## src/rtl/dgm_cfg.svh

```systemverilog
`ifndef DGM_CFG_SVH
`define DGM_CFG_SVH
// clock and start-up timing
`define DGM_CLK_HZ 20000000
`define DGM_TICK_US 1000
`define DGM_TICK_CYC (`DGM_CLK_HZ / 1000000 * `DGM_TICK_US)
`define DGM_LAMP_MS 200
// wishbone register offsets (byte addresses)
`define DGM_REG_CTRL 8'h00
`define DGM_REG_STATUS 8'h04
`define DGM_REG_IRQ 8'h08
`define DGM_REG_DIAG0 8'h0c
`define DGM_REG_DIAG1 8'h10
`define DGM_REG_DIAG2 8'h14
// control register fields
`define DGM_CTRL_DIAG_EN 0
`define DGM_CTRL_INCR 1
`define DGM_CTRL_RUN 2
`define DGM_CTRL_OUT_REQ 3
`define DGM_CTRL_RESET 4'h0
// interrupt register fields
`define DGM_IRQ_PEND 0
`define DGM_IRQ_OUTGOING 1
// error source bits
`define DGM_ERR_AUX 0
`define DGM_ERR_FRONT 1
`define DGM_ERR_PULSE 2
`define DGM_ERR_WIRE 3
`define DGM_ERR_TRAV 4
`define DGM_ERR_FEEDBK 5
`define DGM_ERR_WORK 6
`define DGM_ERR_WDOG 7
`define DGM_MASK_INT 8'h80
`define DGM_MASK_EXT 8'h7f
`define DGM_MASK_CHAN 8'h7c
`define DGM_MASK_INCR_SYNC 8'h0f
`define DGM_MASK_ALL_SYNC 8'h30
`define DGM_MASK_RANGE 8'h50
// self test
`define DGM_RAM_DEPTH 16
`define DGM_RAM_PAT 8'ha5
`define DGM_ROM_SIG 8'h00
`endif

```

## src/rtl/dgm_pkg.sv

```systemverilog
package dgm_pkg;
  typedef enum logic [1:0] {
    ST_LAMP = 2'b00,
    ST_TEST = 2'b01,
    ST_RUN = 2'b10,
    ST_FAIL = 2'b11
  } dgm_state_t;

  // four-byte interrupt start information
  typedef struct packed {
    logic [7:0] chan;
    logic [7:0] errs;
    logic [7:0] spare;
    logic [3:0] zero;
    logic chan_err;
    logic ext_err;
    logic int_err;
    logic module_fault;
  } dgm_info_t;

  typedef struct packed {
    logic int_ind;
    logic ext_ind;
    logic group_ind;
    logic ch1_ind;
    logic ch2_ind;
  } dgm_leds_t;
endpackage

```

## src/rtl/dgm_monitor.sv

```systemverilog
`timescale 1ns/1ps
`include "dgm_cfg.svh"
// What this block does
// - power-on self test of ram and program store
// - lamp test both, then internal, then off
// - failed test: safe state, internal indicator on
// - incoming error: indicator plus module-fault flag bit0
// - incoming while any monitored error pending
// - partial clear re-signals remaining errors incoming
// - outgoing only when last error clears
// - interrupts only when host enabled them
// - interrupt error aborts positioning at once
// - incremental encoder: clear sync on listed errors
// - any encoder: clear sync on range, feedback
// - no new traverse; jog allowed after range-left
// - interrupt error switches control outputs off
// - detail record starts with start information
// - all clear: interrupt, indicators off, flag 0
// - incoming lights group indicator, channel indicators for channel errors
// - host stopped inhibits; run re-signals pending only
module dgm_monitor
  import dgm_pkg::*;
#(
  parameter int TICK_CYC = `DGM_TICK_CYC,
  parameter int LAMP_MS = `DGM_LAMP_MS,
  parameter int NERR = 8
) (
  input wire logic CLK_I,
  input wire logic NRST_I,
  input wire logic CYC_I,
  input wire logic STB_I,
  input wire logic WE_I,
  input wire logic [7:0] ADR_I,
  input wire logic [3:0] SEL_I,
  input wire logic [31:0] DAT_I,
  output logic [31:0] DAT_O,
  output logic ACK_O,
  output logic ERR_O,
  input wire logic [NERR-1:0] ERR_SRC_I,
  input wire logic [NERR-1:0] ERR_CH2_I,
  input wire logic TEST_INJECT_I,
  output logic INT_FAULT_O,
  output logic EXT_FAULT_O,
  output logic GROUP_FAULT_O,
  output logic CH1_O,
  output logic CH2_O,
  output logic DIAG_INT_O,
  output logic POS_ABORT_O,
  output logic SYNC_CLR_O,
  output logic OUT_EN_O,
  output logic TRAVERSE_OK_O,
  output logic JOG_OK_O,
  output logic READY_O
);
  dgm_state_t state_q;
  logic tick;
  logic test_done;
  logic test_pass;
  logic [15:0] ms_q;
  logic [3:0] ctrl_q;
  logic [NERR-1:0] pend_q;
  logic [NERR-1:0] prev_q;
  logic [NERR-1:0] chan_q;
  logic [NERR-1:0] reported_q;
  logic irq_q;
  logic outgoing_q;
  logic run_q;
  dgm_info_t info_q;
  dgm_info_t info_d;
  logic [NERR-1:0] detail_err_q;
  logic [NERR-1:0] detail_ch_q;
  dgm_leds_t leds_d;
  logic running;
  logic diag_en;
  logic host_run;
  logic incr;
  logic new_err;
  logic raise_in;
  logic raise_out;
  logic quiet_clear;
  logic raise;
  logic bus_req;
  logic wr;
  logic ack_wr;
  logic mapped;

  assign running = (state_q == ST_RUN);
  assign diag_en = ctrl_q[`DGM_CTRL_DIAG_EN];
  assign host_run = ctrl_q[`DGM_CTRL_RUN];
  assign incr = ctrl_q[`DGM_CTRL_INCR];

  dgm_tick #(
    .DIV(TICK_CYC)
  ) u_tick (
    .clk_i(CLK_I),
    .nrst_i(NRST_I),
    .tick_o(tick)
  );

  dgm_selftest #(
    .DEPTH(`DGM_RAM_DEPTH)
  ) u_test (
    .clk_i(CLK_I),
    .nrst_i(NRST_I),
    .start_i(state_q == ST_TEST),
    .inject_i(TEST_INJECT_I),
    .done_o(test_done),
    .pass_o(test_pass)
  );

  // start-up sequencer: lamp phase, then memory test, then run or fail
  always_ff @(posedge CLK_I) begin
    if (!NRST_I) begin
      state_q <= ST_LAMP;
      ms_q <= 16'h0;
    end else begin
      unique case (state_q)
        ST_LAMP: begin
          if (tick) ms_q <= ms_q + 16'h1;
          if (ms_q == 16'(LAMP_MS)) state_q <= ST_TEST;
        end
        ST_TEST: if (test_done) begin
          state_q <= test_pass ? ST_RUN : ST_FAIL;
        end
        ST_RUN: state_q <= ST_RUN;
        ST_FAIL: state_q <= ST_FAIL; // only reset leaves this
      endcase
    end
  end

  // error sources sampled once so that every consumer sees one set
  always_ff @(posedge CLK_I) begin
    if (!NRST_I) begin
      pend_q <= '0;
      prev_q <= '0;
    end else begin
      pend_q <= running ? ERR_SRC_I : '0;
      prev_q <= pend_q;
    end
  end

  // channel map sampled in step with the errors it qualifies
  always_ff @(posedge CLK_I) begin
    if (!NRST_I) begin
      chan_q <= '0;
    end else begin
      chan_q <= ERR_CH2_I;
    end
  end

  assign new_err = |(pend_q & ~prev_q);
  // interrupt decision compares against what was last reported
  assign raise_in = diag_en && host_run && (pend_q != '0)
    && ((pend_q != reported_q) || (host_run && !run_q));
  assign raise_out = diag_en && host_run && run_q && (pend_q == '0)
    && (reported_q != '0);
  // errors cleared while stopped are dropped without an interrupt
  assign quiet_clear = host_run && !run_q && (pend_q == '0);
  assign raise = raise_in || raise_out;

  always_comb begin
    info_d = '0;
    info_d.module_fault = |pend_q;
    info_d.int_err = |(pend_q & NERR'(`DGM_MASK_INT));
    info_d.ext_err = |(pend_q & NERR'(`DGM_MASK_EXT));
    info_d.chan_err = |(pend_q & NERR'(`DGM_MASK_CHAN));
    info_d.errs = 8'(pend_q);
    info_d.chan = {6'h0, |(pend_q & chan_q & NERR'(`DGM_MASK_CHAN)),
      |(pend_q & ~chan_q & NERR'(`DGM_MASK_CHAN))};
  end

  always_ff @(posedge CLK_I) begin
    if (!NRST_I) begin
      run_q <= 1'b0;
    end else begin
      run_q <= host_run;
    end
  end

  // interrupt request stands until the host acknowledges it
  always_ff @(posedge CLK_I) begin
    if (!NRST_I) begin
      irq_q <= 1'b0;
      outgoing_q <= 1'b0;
    end else if (raise) begin
      irq_q <= 1'b1; // a new event wins over a same-cycle ack
      outgoing_q <= raise_out;
    end else if (ack_wr && DAT_I[`DGM_IRQ_PEND]) begin
      irq_q <= 1'b0;
    end
  end

  // last reported set; dropped silently when errors vanished during a stop
  always_ff @(posedge CLK_I) begin
    if (!NRST_I) begin
      reported_q <= '0;
    end else if (raise) begin
      reported_q <= pend_q;
    end else if (quiet_clear) begin
      reported_q <= '0;
    end
  end

  // start information and detail record are latched with the event itself
  always_ff @(posedge CLK_I) begin
    if (!NRST_I) begin
      info_q <= '0;
      detail_err_q <= '0;
      detail_ch_q <= '0;
    end else if (raise) begin
      info_q <= info_d;
      detail_err_q <= pend_q;
      detail_ch_q <= chan_q;
    end
  end

  // safe-state reactions; they act even when interrupts are masked
  always_ff @(posedge CLK_I) begin
    if (!NRST_I) begin
      POS_ABORT_O <= 1'b0;
      SYNC_CLR_O <= 1'b0;
    end else begin
      POS_ABORT_O <= new_err;
      SYNC_CLR_O <= (incr && |(pend_q & ~prev_q & NERR'(`DGM_MASK_INCR_SYNC)))
        || |(pend_q & ~prev_q & NERR'(`DGM_MASK_ALL_SYNC));
    end
  end

  // outputs stay off until every error is gone and the host asks for them
  always_ff @(posedge CLK_I) begin
    if (!NRST_I) begin
      OUT_EN_O <= 1'b0;
    end else begin
      OUT_EN_O <= running && ctrl_q[`DGM_CTRL_OUT_REQ] && (pend_q == '0)
        && !new_err;
    end
  end

  // jogging stays possible while only range-left errors are pending
  always_ff @(posedge CLK_I) begin
    if (!NRST_I) begin
      TRAVERSE_OK_O <= 1'b0;
      JOG_OK_O <= 1'b0;
    end else begin
      TRAVERSE_OK_O <= running && (pend_q == '0);
      JOG_OK_O <= running && ((pend_q & ~NERR'(`DGM_MASK_RANGE)) == '0);
    end
  end

  always_comb begin
    leds_d = '0;
    unique case (state_q)
      ST_LAMP: begin
        leds_d.int_ind = 1'b1;
        leds_d.ext_ind = 1'b1;
      end
      ST_TEST: leds_d.int_ind = 1'b1;
      ST_FAIL: leds_d.int_ind = 1'b1;
      ST_RUN: begin
        leds_d.int_ind = info_d.int_err;
        leds_d.ext_ind = info_d.ext_err;
        leds_d.group_ind = info_d.module_fault;
        leds_d.ch1_ind = info_d.chan[0];
        leds_d.ch2_ind = info_d.chan[1];
      end
    endcase
  end

  always_ff @(posedge CLK_I) begin
    if (!NRST_I) begin
      INT_FAULT_O <= 1'b1;
      EXT_FAULT_O <= 1'b1;
      GROUP_FAULT_O <= 1'b0;
      CH1_O <= 1'b0;
      CH2_O <= 1'b0;
    end else begin
      INT_FAULT_O <= leds_d.int_ind;
      EXT_FAULT_O <= leds_d.ext_ind;
      GROUP_FAULT_O <= leds_d.group_ind;
      CH1_O <= leds_d.ch1_ind;
      CH2_O <= leds_d.ch2_ind;
    end
  end

  // a stopped host sees no request; a pending one is kept for the return to run
  always_ff @(posedge CLK_I) begin
    if (!NRST_I) begin
      DIAG_INT_O <= 1'b0;
    end else begin
      DIAG_INT_O <= host_run && (irq_q || raise);
    end
  end

  always_ff @(posedge CLK_I) begin
    if (!NRST_I) begin
      READY_O <= 1'b0;
    end else begin
      READY_O <= running;
    end
  end

  // wishbone slave: one wait state, error answer when refused
  assign bus_req = CYC_I && STB_I && !ACK_O && !ERR_O;
  assign mapped = (ADR_I == `DGM_REG_CTRL) || (ADR_I == `DGM_REG_STATUS)
    || (ADR_I == `DGM_REG_IRQ) || (ADR_I == `DGM_REG_DIAG0)
    || (ADR_I == `DGM_REG_DIAG1) || (ADR_I == `DGM_REG_DIAG2);
  // a failed device answers every access with an error
  assign wr = bus_req && WE_I && mapped && running && SEL_I[0];
  assign ack_wr = wr && (ADR_I == `DGM_REG_IRQ);

  always_ff @(posedge CLK_I) begin
    if (!NRST_I) begin
      ctrl_q <= `DGM_CTRL_RESET;
    end else if (wr && ADR_I == `DGM_REG_CTRL) begin
      ctrl_q <= DAT_I[3:0];
    end
  end

  always_ff @(posedge CLK_I) begin
    if (!NRST_I) begin
      ACK_O <= 1'b0;
      ERR_O <= 1'b0;
    end else begin
      ACK_O <= bus_req && mapped && (state_q != ST_FAIL);
      ERR_O <= bus_req && (!mapped || state_q == ST_FAIL);
    end
  end

  // read data is zero outside ack so several slaves can share one return bus
  always_ff @(posedge CLK_I) begin
    if (!NRST_I) begin
      DAT_O <= 32'h0;
    end else begin
      DAT_O <= 32'h0;
      if (bus_req && !WE_I && mapped && state_q != ST_FAIL) begin
        unique case (ADR_I)
          `DGM_REG_CTRL: DAT_O <= {28'h0, ctrl_q};
          `DGM_REG_STATUS: DAT_O <= {16'h0, 8'(pend_q), 6'h0, state_q};
          `DGM_REG_IRQ: DAT_O <= {30'h0, outgoing_q, irq_q};
          `DGM_REG_DIAG0: DAT_O <= info_q;
          `DGM_REG_DIAG1: DAT_O <= {24'h0, 8'(detail_err_q)};
          `DGM_REG_DIAG2: DAT_O <= {24'h0, 8'(detail_ch_q)};
          default: DAT_O <= 32'h0;
        endcase
      end
    end
  end
endmodule

```

## src/rtl/dgm_selftest.sv

```systemverilog
`timescale 1ns/1ps
`include "dgm_cfg.svh"
module dgm_selftest #(
  parameter int DEPTH = `DGM_RAM_DEPTH
) (
  input wire logic clk_i,
  input wire logic nrst_i,
  input wire logic start_i,
  input wire logic inject_i,
  output logic done_o,
  output logic pass_o
);
  localparam int AW = $clog2(DEPTH);
  logic [7:0] ram [DEPTH];
  logic [1:0] phase_q;
  logic [AW:0] idx_q;
  logic ok_q;
  logic [7:0] sig_q;

  function automatic logic [7:0] rom_word(input logic [3:0] i);
    return {i, ~i};
  endfunction

  function automatic logic [7:0] pat(input logic [AW:0] a);
    return 8'(a) ^ `DGM_RAM_PAT;
  endfunction

  // ram is written then read back; program store is checked by signature
  always_ff @(posedge clk_i) begin
    if (phase_q == 2'd1) begin
      ram[idx_q[AW-1:0]] <= pat(idx_q) ^ {7'h0, inject_i};
    end
  end

  always_ff @(posedge clk_i) begin
    if (!nrst_i) begin
      phase_q <= 2'd0;
      idx_q <= '0;
      ok_q <= 1'b1;
      sig_q <= 8'h0;
      done_o <= 1'b0;
      pass_o <= 1'b0;
    end else begin
      unique case (phase_q)
        2'd0: if (start_i && !done_o) begin
          phase_q <= 2'd1;
          idx_q <= '0;
        end
        2'd1: begin
          idx_q <= (idx_q == (AW+1)'(DEPTH - 1)) ? '0 : idx_q + 1'b1;
          if (idx_q == (AW+1)'(DEPTH - 1)) phase_q <= 2'd2;
        end
        2'd2: begin
          if (ram[idx_q[AW-1:0]] != pat(idx_q)) ok_q <= 1'b0;
          sig_q <= sig_q ^ rom_word(4'(idx_q));
          idx_q <= idx_q + 1'b1;
          if (idx_q == (AW+1)'(DEPTH - 1)) phase_q <= 2'd3;
        end
        2'd3: begin
          done_o <= 1'b1;
          pass_o <= ok_q && (sig_q == `DGM_ROM_SIG);
          phase_q <= 2'd0;
        end
      endcase
    end
  end
endmodule

```

## src/rtl/dgm_tick.sv

```systemverilog
`timescale 1ns/1ps
module dgm_tick #(
  parameter int DIV = 20000
) (
  input wire logic clk_i,
  input wire logic nrst_i,
  output logic tick_o
);
  logic [31:0] cnt_q;

  always_ff @(posedge clk_i) begin
    if (!nrst_i) begin
      cnt_q <= 32'h0;
      tick_o <= 1'b0;
    end else if (cnt_q == 32'(DIV - 1)) begin
      cnt_q <= 32'h0;
      tick_o <= 1'b1;
    end else begin
      cnt_q <= cnt_q + 32'h1;
      tick_o <= 1'b0;
    end
  end
endmodule

```

## config.mk

```make
export PLATFORM = sky130hd
export DESIGN_NAME = dgm_monitor
export DESIGN_NICKNAME = d
export VERILOG_FILES = /design/src/rtl/dgm_pkg.sv /design/src/rtl/dgm_monitor.sv /design/src/rtl/dgm_selftest.sv /design/src/rtl/dgm_tick.sv
export VERILOG_INCLUDE_DIRS = /design/src /design/src/rtl
export SDC_FILE = /design/constraint.sdc
export NUM_CORES = 1
export LEC_CHECK = 0
export BUFFER_PORTS_ARGS = -buffer_cell sky130_fd_sc_hd__buf_4
export CAP_MARGIN = 20
export CORE_AREA = 2 2 146 148
export CTS_CLUSTER_SIZE = 24
export DETAILED_ROUTE_END_ITERATION = 12
export DIE_AREA = 0 0 148 150
export GPL_TIMING_DRIVEN = 0
export PLACE_DENSITY = 0.73
export RECOVER_POWER = 100
export SYNTH_ARGS = -nofsm -noshare
export SYNTH_HDL_FRONTEND = slang
export SYNTH_SLANG_ARGS = --single-unit
```

## constraint.sdc

```tcl
create_clock -name CLK_I -period 4.2 [get_ports CLK_I]
set_input_delay 0.42 -clock CLK_I [delete_from_list [all_inputs] [get_ports CLK_I]]
set_output_delay 0.42 -clock CLK_I [all_outputs]
set_load 0.01 [all_outputs]
```

After elaboration in Yosys (flattened, before gate mapping)
Memories as Yosys holds them, arrays and structs flattened. A register that Yosys moved wholly into a read port is not among the register bits. Index checks and enable logic that the tools add are counted.

Bits in registers: 176. Memory bits (writable): 128. Logic and storage cells: 177. Memories kept: 1.

Memories: u_test.ram (depth 16, bits a word 8, read ports 1, clocked after memory_dff 1, wr ports 1, line dgm_selftest.sv:14) `logic [7:0] ram [DEPTH];`.

$add $sub $neg: 3. Eq/ne operators: 22. Mux-type cells: 23. Bitwise operators: 10. Reductions and logical operators: 78.

Operators by type and width (number): $pmux 26 s6 (1); $logic_and 1x1->1 (33); $add 32x1->32 const B (1); $eq 32x15->1 const B (1); $logic_not 8->1 (4); $add 16x1->16 const B (1); $eq 16x8->1 const B (1); $eq 8x4->1 const B (2); $eq 8x5->1 const B (2); $mux 8 (2); $ne 8x8->1 (2); $pmux 2 s4 (2); $reduce_bool 8->1 (2); $reduce_or 8->1 (2); $pmux 5 s3 (1); $reduce_or 5->1 (3); $and 7x7->7 (2); $reduce_and 2->1 (6); $logic_or 1x1->1 (10); $mux 2 (5); $mux 5 (2); $and 8x8->8 (1); $eq 2x2->1 const B (4); $eq 8x3->1 const B (1); other kinds (24) (45).

Longest topological paths before layout
Gate-level depths: netlist of the first run.

Depth after elaboration: 13. Depth in mapped cells: 10.

Hierarchy
From an unflattened synthesis of the first run, not the netlist that was laid out.

Cell total of the unflattened synthesis: 922. Area total of the unflattened synthesis: 10282.4 um^2.

By module, submodules not included: dgm_monitor (instances 1, cells an instance 474, area an instance 4441.8 um^2); dgm_selftest (instances 1, cells an instance 272, area an instance 4320.4 um^2); dgm_tick (instances 1, cells an instance 176, area an instance 1520.2 um^2).

Worst setup path after synthesis of the first run
OpenSTA, ideal clock, no wires.

Kind: reg2reg. Start: register with a tool-made name. End: register u_test.ok_q. Setup time: 0.122 ns. Arrival time: 2.067 ns. Required time: 4.078 ns. Slack: 2.010 ns. Stages on the path, launching flop included: 8. Buffers on the path: 2. Cells stage by stage: dfxtp_1 clkbuf_1 buf_2 mux4_2 xnor2_1 nand4_1 o221ai_1 a311o_1.

RTL lines: end signal, assigned (line dgm_selftest.sv:39) `ok_q <= 1'b1;`; end signal, assigned (line dgm_selftest.sv:54) `if (ram[idx_q[AW-1:0]] != pat(idx_q)) ok_q <= 1'b0;`; end, declared (line dgm_selftest.sv:17) `logic ok_q;`.

Final worst setup path of the first run
Start: register pend_q[2]. End: register reported_q[3].

Longest elaborated chain between the ends: 5. Elaborated cells on any way between the ends: 12. Classes of those cells: eq/ne (1); mux (1); reduce/logical (10).

RTL lines: start, declared (line dgm_monitor.sv:61) `logic [NERR-1:0] pend_q;`; start signal, assigned (line dgm_monitor.sv:137) `pend_q <= running ? ERR_SRC_I : '0;`; $ne 8x8->1 (tied with other cells) (line dgm_monitor.sv:154) `&& ((pend_q != reported_q) || (host_run && !run_q));`; $logic_or 1x1->1 (tied with other cells) (line dgm_monitor.sv:154); $logic_and 1x1->1 (on tied branches) (line dgm_monitor.sv:154, dgm_monitor.sv:156); $logic_or 1x1->1 (line dgm_monitor.sv:159) `assign raise = raise_in || raise_out;`; $mux 8 or $reduce_bool 2->1 (tied branches); end signal, assigned (line dgm_monitor.sv:198) `reported_q <= pend_q;`; end, declared (line dgm_monitor.sv:64) `logic [NERR-1:0] reported_q;`.

Parallel ways exist; a longest one is shown, timed or not. A chain may end at the register's enable or synchronous reset.

==> reports/qor.txt, run 1 <==
status: complete, no violations
drt pass-1 iters: 5
syn avg cell area: 11.22 um2
Port Buffer Count: 73
filler cell count: 1,804
detailed placement HPWL: 14,830 um
post-layout util: 0.5636
routed len/inst: 16.32 um
I/O pin count: 112
Final WS setup: 0.8696 ns
Placer Congestion: 0.9119
post-layout net count: 1,091
cell taking the most area after synthesis: dfxtp_1
post-synthesis mux area share: 0.08212
max-cap viol count: 0
worst hold slack: 0.1084 ns
Post-Route WL: 21,280 um
startpoint types: flop
share of cells above drive strength 1: 0.1147
RSZ-0062 raised after global routing: no
final hold violation count: 0
Post-route DRC: 0
initial antenna violation count: 0
number of flops mapped to enable cells by yosys: 80
pin count of the biggest net entering global routing: 25
Leak: 4.342 nW
Top FF cell, synth: dfxtp_1
pwr dens: 446.8 mW/mm2
number of cell rows: 53
clk sinks: 253
first-pass GRT wire length: 34,390 um
CTS tree: yes
maximum clock frequency: 300.3 MHz
setup violators final: 0
DP Worst Slack: 1.561 ns
Seq cells post-synth: 253
top cells by area in the synthesized netlist: dfxtp_1, edfxtp_1, nor2_1
most frequent cells in the layout: dfxtp_1, nor2_1, edfxtp_1
Clock transition at path regs: 0.06 ns
Hold Crit Class: input pin to flop
CP endpoint kind: flop
gr usage total: 0.1935
xor/xnor cell area share of the yosys netlist: 0.06146
Area growth, synth to finish: 15.26%
DRT iter0 DRCs: 515
Die W: 148 um
Yosys warnings: 0
fin crit share: 0.7930
Mapped Area: 0.01012 mm2
H-tree level count: 1
most common cell after layout, fill and taps aside: dfxtp_1
adder-cell share of the synthesized area: 0.01855
Diodes inserted: 0
sequential share of the synthesized area: 0.5798
Crit Path Max Fanout: 10
Worst-Skew Late Latency: 0.52 ns
Distinct cells, synth: 66
vias per cell: 5.226
Clock Skew: 0.008215 ns
Compound-Gate Fraction of Synth Area: 0.04662
CTS Buffer Depth: 3
share of the synthesized area in the top cell type: 0.3423
TritonCTS buffer count: 26
Final Max Slew Viols: 0
vias in the first global route: 6,765
Initial Util: 0.4890
largest family of logic cells by synthesized area: simple AND/OR/NAND/NOR gates
Setup CP Type: flop to flop
Root Driver: clkbuf_16
Die H: 150 um
Worst EP arrival: 3.77 ns
Async SR Flop Fraction: 0
core box area: 0.02069 mm2
Slew @ Worst Pin: 1.443 ns
Setup TNS Final: 0 ns
global route overflow: 0
Req. time, crit path: 4.64 ns
CTS resizes: 0
Die Area: 0.02220 mm2
setup bufs post-CTS: 0
Synth Area in Simple Gates: 0.1790
Final ANT Viol Nets: 0
vias: 6,815
Mapped Cells: 902
hold-fix buffer count after cts: 0
Max IR drop VDD: 268.8 uV
fin crit period: 3.330 ns
Slew Limit Headroom: 0.02946
-- synth_stat cells, types with 5 or more instances --
| cell | n |
|---|---|
| or3_1 | 7 |
| a21oi_1 | 23 |
| nor2b_1 | 6 |
| buf_2 | 7 |
| mux4_2 | 18 |
| nor3_1 | 12 |
| xnor2_1 | 29 |
| o21ai_0 | 14 |
| dfxtp_1 | 173 |
| and3_1 | 19 |
| nand3_1 | 23 |
| nand2_1 | 58 |
| nor4_1 | 14 |
| clkbuf_1 | 24 |
| nand4_1 | 13 |
| inv_1 | 26 |
| a211oi_1 | 5 |
| and2_1 | 38 |
| nand2b_1 | 7 |
| ha_1 | 15 |
| xor2_1 | 42 |
| and4_1 | 6 |
| nor2_1 | 135 |
| a22oi_1 | 6 |
| buf_4 | 6 |
| mux2i_1 | 38 |
| edfxtp_1 | 80 |
-- per-stage QoR --
stage | instances | power, mW | instance area [um2]
global route | 1304 | 5.394 | 11660
detailed placement | 1255 | 3.029 | 11030
finish | 1304 | 5.210 | 11660
floorplan | 907 | 2.907 | 10140
CTS | 1302 | 5.250 | 11860
global placement | 1255 | 3.021 | 11030
-- worst max-delay path, stage by stage, from the launching register on --
cell and delay (ns):
dfxtp_1 0.39, or3_1 0.49, or4_1 0.55, a211oi_1 0.64
or2_1 0.19, clkbuf_1 0.55, buf_12 0.21, nand2_1 0.07
a21oi_1 0.15
-- state kept, by name, indices dropped and copies added, names as in the netlist, 2 cells and up, named ones only --
name	flops
ms_q	16
detail_ch_q	8
u_test.phase_q	2
reported_q	8
pend_q	8
u_test.sig_q	8
u_test.ram	80
u_test.idx_q	5
DAT_O	26
prev_q	8
detail_err_q	7
chan_q	8
state_q	2
u_tick.cnt_q	32
info_q	6
ctrl_q	4
-- final timing paths --
path	startpoint	endpoint	slack, ns	depth (start not counted)
setup / recovery	pend_q[2]$_SDFF_PN0_	reported_q[3]$_SDFFE_PN0P_	0.87	8
hold / removal	ERR_CH2_I[3]	chan_q[3]$_SDFF_PN0_	0.11	2
setup reg to reg	pend_q[2]$_SDFF_PN0_	reported_q[3]$_SDFFE_PN0P_	0.87	8
hold reg to reg	info_q[24]$_SDFFE_PN0N_	DAT_O[24]$_SDFF_PN0_	0.45	1
-- metal layers --
layer	track usage	vias up	share of wire
met5	0	-	0
met1	0.2646	3248	0.45
met2	0.3194	190	0.45
li1	-	3331	-
met4	0.06000	0	0.025
met3	0.02957	46	0.067
-- power by group --
group | switching (mW) | internal, mW
registers | 0.0243 | 2.56
logic | 0.225 | 0.166
clock network | 0.939 | 1.30
total | 1.19 | 4.02
-- layout make-up --
type / count / area (um2) / share of cell area
sequential: 253 / 5866 / 0.5030
tap: 275 / 344.1 / 0.02951
multi-input combinational: 584 / 3895 / 0.3340
clock buffer: 29 / 683.2 / 0.05858
clock inverter: 18 / 151.4 / 0.01298
buffer: 44 / 217.7 / 0.01867
inverter: 26 / 97.59 / 0.008369
timing repair buffer: 75 / 406.6 / 0.03487
-- cell families after synthesis --
group,count (synthesis)
adders and majority gates,15
AOI/OAI and AO/OA,71
xor gates and xnor gates,71
muxes,60
and+or+nand+nor,361
buffers and inverters,70
other,1
DFF,253
No activity file was read; power rests on OpenSTA's default activity.
==> run 2: changes to the inputs <==
- clock period: 4.2 -> 3.3 ns (I/O delays scaled with it)
==> run 2 against run 1 <==
Critical path type unchanged. Clock skew grew 0.0017 ns. Setup slack got worse by 0.54 ns. Wire length grew 0.30%. Via count up 0.63%. Design area rose by 0.14%. First-iteration DRC count shrank 6.4%. Global-route usage stayed put.
==> reports/qor.txt, run 2 (synthesis results as in run 1) <==
filler cell count: 1,799 (was 1,804)
gr usage total: 0.1935 (unchanged)
Global Route met2 Usage: 0.3194 (unchanged)
most common cell after layout, fill and taps aside: dfxtp_1 (unchanged)
Initial Util: 0.4890 (unchanged)
Post-Route WL: 21,350 um (was 21,280 um)
Setup TNS Final: 0 ns (unchanged)
post-layout util: 0.5644 (was 0.5636)
Slew @ Worst Pin: 1.026 ns (was 1.443 ns)
Die W: 148 um (unchanged)
Crit Path Max Fanout: 10 (unchanged)
placed insts: 1,255 (unchanged)
Clock Skew: 0.009928 ns (was 0.008215 ns)
Root Driver: clkbuf_16 (unchanged)
most frequent cells in the layout: dfxtp_1, nor2_1, edfxtp_1 (unchanged)
Req. time, crit path: 3.68 ns (was 4.64 ns)
Port Buffer Count: 73 (unchanged)
CP endpoint kind: flop (unchanged)
first-pass GRT wire length: 34,390 um (unchanged)
vias per cell: 5.259 (was 5.226)
clk sinks: 253 (unchanged)
worst hold slack: 0.01846 ns (was 0.1084 ns)
routed len/inst: 16.37 um (was 16.32 um)
vias in the first global route: 6,765 (unchanged)
non-filler instance count after layout: 1,304 (unchanged)
Die Area: 0.02220 mm2 (unchanged)
M3 GR Usage: 0.02957 (unchanged)
I/O pin count: 112 (unchanged)
Hold Crit Class: input pin to flop (unchanged)
GRT met1 Usage: 0.2646 (unchanged)
share of cells above drive strength 1: 0.1186 (was 0.1147)
pwr dens: 567.8 mW/mm2 (was 446.8 mW/mm2)
Post-route DRC: 0 (unchanged)
fin crit period: 2.970 ns (was 3.330 ns)
setup violators final: 0 (unchanged)
Final Max Slew Viols: 0 (unchanged)
FF+latch area: 0.005866 mm2 (unchanged)
final hold violation count: 0 (unchanged)
Worst-Skew Late Latency: 0.52 ns (about the same)
DRT iter0 DRCs: 482 (was 515)
drt pass-1 iters: 5 (unchanged)
Max IR drop VDD: 343.4 uV (was 268.8 uV)
CTS resizes: 0 (unchanged)
Die H: 150 um (unchanged)
number of cell rows: 53 (unchanged)
Multi-input gate area: 0.003901 mm2 (was 0.003895 mm2)
detailed placement HPWL: 14,830 um (unchanged)
CTS Buffer Depth: 3 (unchanged)
Leak: 4.352 nW (was 4.342 nW)
Slew Limit Headroom: 0.3108 (was 0.02946)
Clock transition at path regs: 0.06 ns (about the same)
pin count of the biggest net entering global routing: 25 (unchanged)
vias: 6,858 (was 6,815)
status: complete, no violations (unchanged)
H-tree level count: 1 (unchanged)
core box area: 0.02069 mm2 (unchanged)
setup bufs post-CTS: 0 (unchanged)
Placer Congestion: 0.9119 (unchanged)
RSZ-0062 raised after global routing: no (unchanged)
post-layout net count: 1,091 (unchanged)
initial antenna violation count: 0 (unchanged)
CTS tree: yes (unchanged)
TritonCTS buffer count: 26 (unchanged)
Diodes inserted: 0 (unchanged)
maximum clock frequency: 336.7 MHz (was 300.3 MHz)
max-cap viol count: 0 (unchanged)
fin crit share: 0.9001 (was 0.7930)
Largest register FFs: 80 (unchanged)
Area growth, synth to finish: 15.42% (was 15.26%)
hold-fix buffer count after cts: 0 (unchanged)
GR peak layer: met2 (unchanged)
Final ANT Viol Nets: 0 (unchanged)
global route overflow: 0 (unchanged)
Setup CP Type: flop to flop (unchanged)
startpoint types: flop (unchanged)
Worst EP arrival: 3.35 ns (was 3.77 ns)
==> run 2: per-layer routing <==
layer  vias to the layer above  wire length, um
met5                         -                0
met4                         0              517
met3                        45             1343
met2                       191             9625
met1                      3281             9859
li1                       3341                -
==> run 2: path summary, 6_finish.rpt <==
path	slack, ns	end	depth (start not counted)	from
hold / removal	0.02	chan_q[3]$_SDFF_PN0_	2	ERR_CH2_I[3]
setup reg to reg	0.33	detail_err_q[4]$_SDFFE_PN0N_	7	pend_q[2]$_SDFF_PN0_
hold reg to reg	0.45	DAT_O[24]$_SDFF_PN0_	1	info_q[24]$_SDFFE_PN0N_
setup / recovery	0.33	detail_err_q[4]$_SDFFE_PN0N_	7	pend_q[2]$_SDFF_PN0_
==> run 2: critical path: stages (launching register included) <==
cell and delay, ns:
dfxtp_1 0.40, or3_4 0.46, or4_1 0.53, a211oi_1 0.69
nor2_2 0.23, buf_2 0.29, mux2i_1 0.18, nor2_1 0.05
==> run 2: through the flow <==
stage                     worst slack [ns]  instance area (um2)  total power [mW]
final                               0.3298                11680             6.630
after global routing                0.2226                11680             6.865
after CTS                           0.6409                11860             6.682
after detailed placement            0.6607                11030             3.855
after global placement              0.6884                11030             3.844
after floorplan                      1.110                10140             3.700
==> run 2: area by class of cell <==
class	count	area share
inverters	26	0.008357
clock buffers	29	0.05850
clock inverters	18	0.01296
multi-input cells	584	0.3341
flip-flops and latches	253	0.5023
repair buffers	75	0.03482
plain buffers	44	0.01950
well taps	275	0.02947
==> run 2: power by group <==
group | leakage (nW) | total [mW] | switching [mW] | internal, mW
Combinational | 1.76 | 0.497 | 0.286 | 0.211
Clock | 0.406 | 2.84 | 1.19 | 1.65
Sequential | 2.18 | 3.29 | 0.0312 | 3.26
Total | 4.35 | 6.63 | 1.51 | 5.12
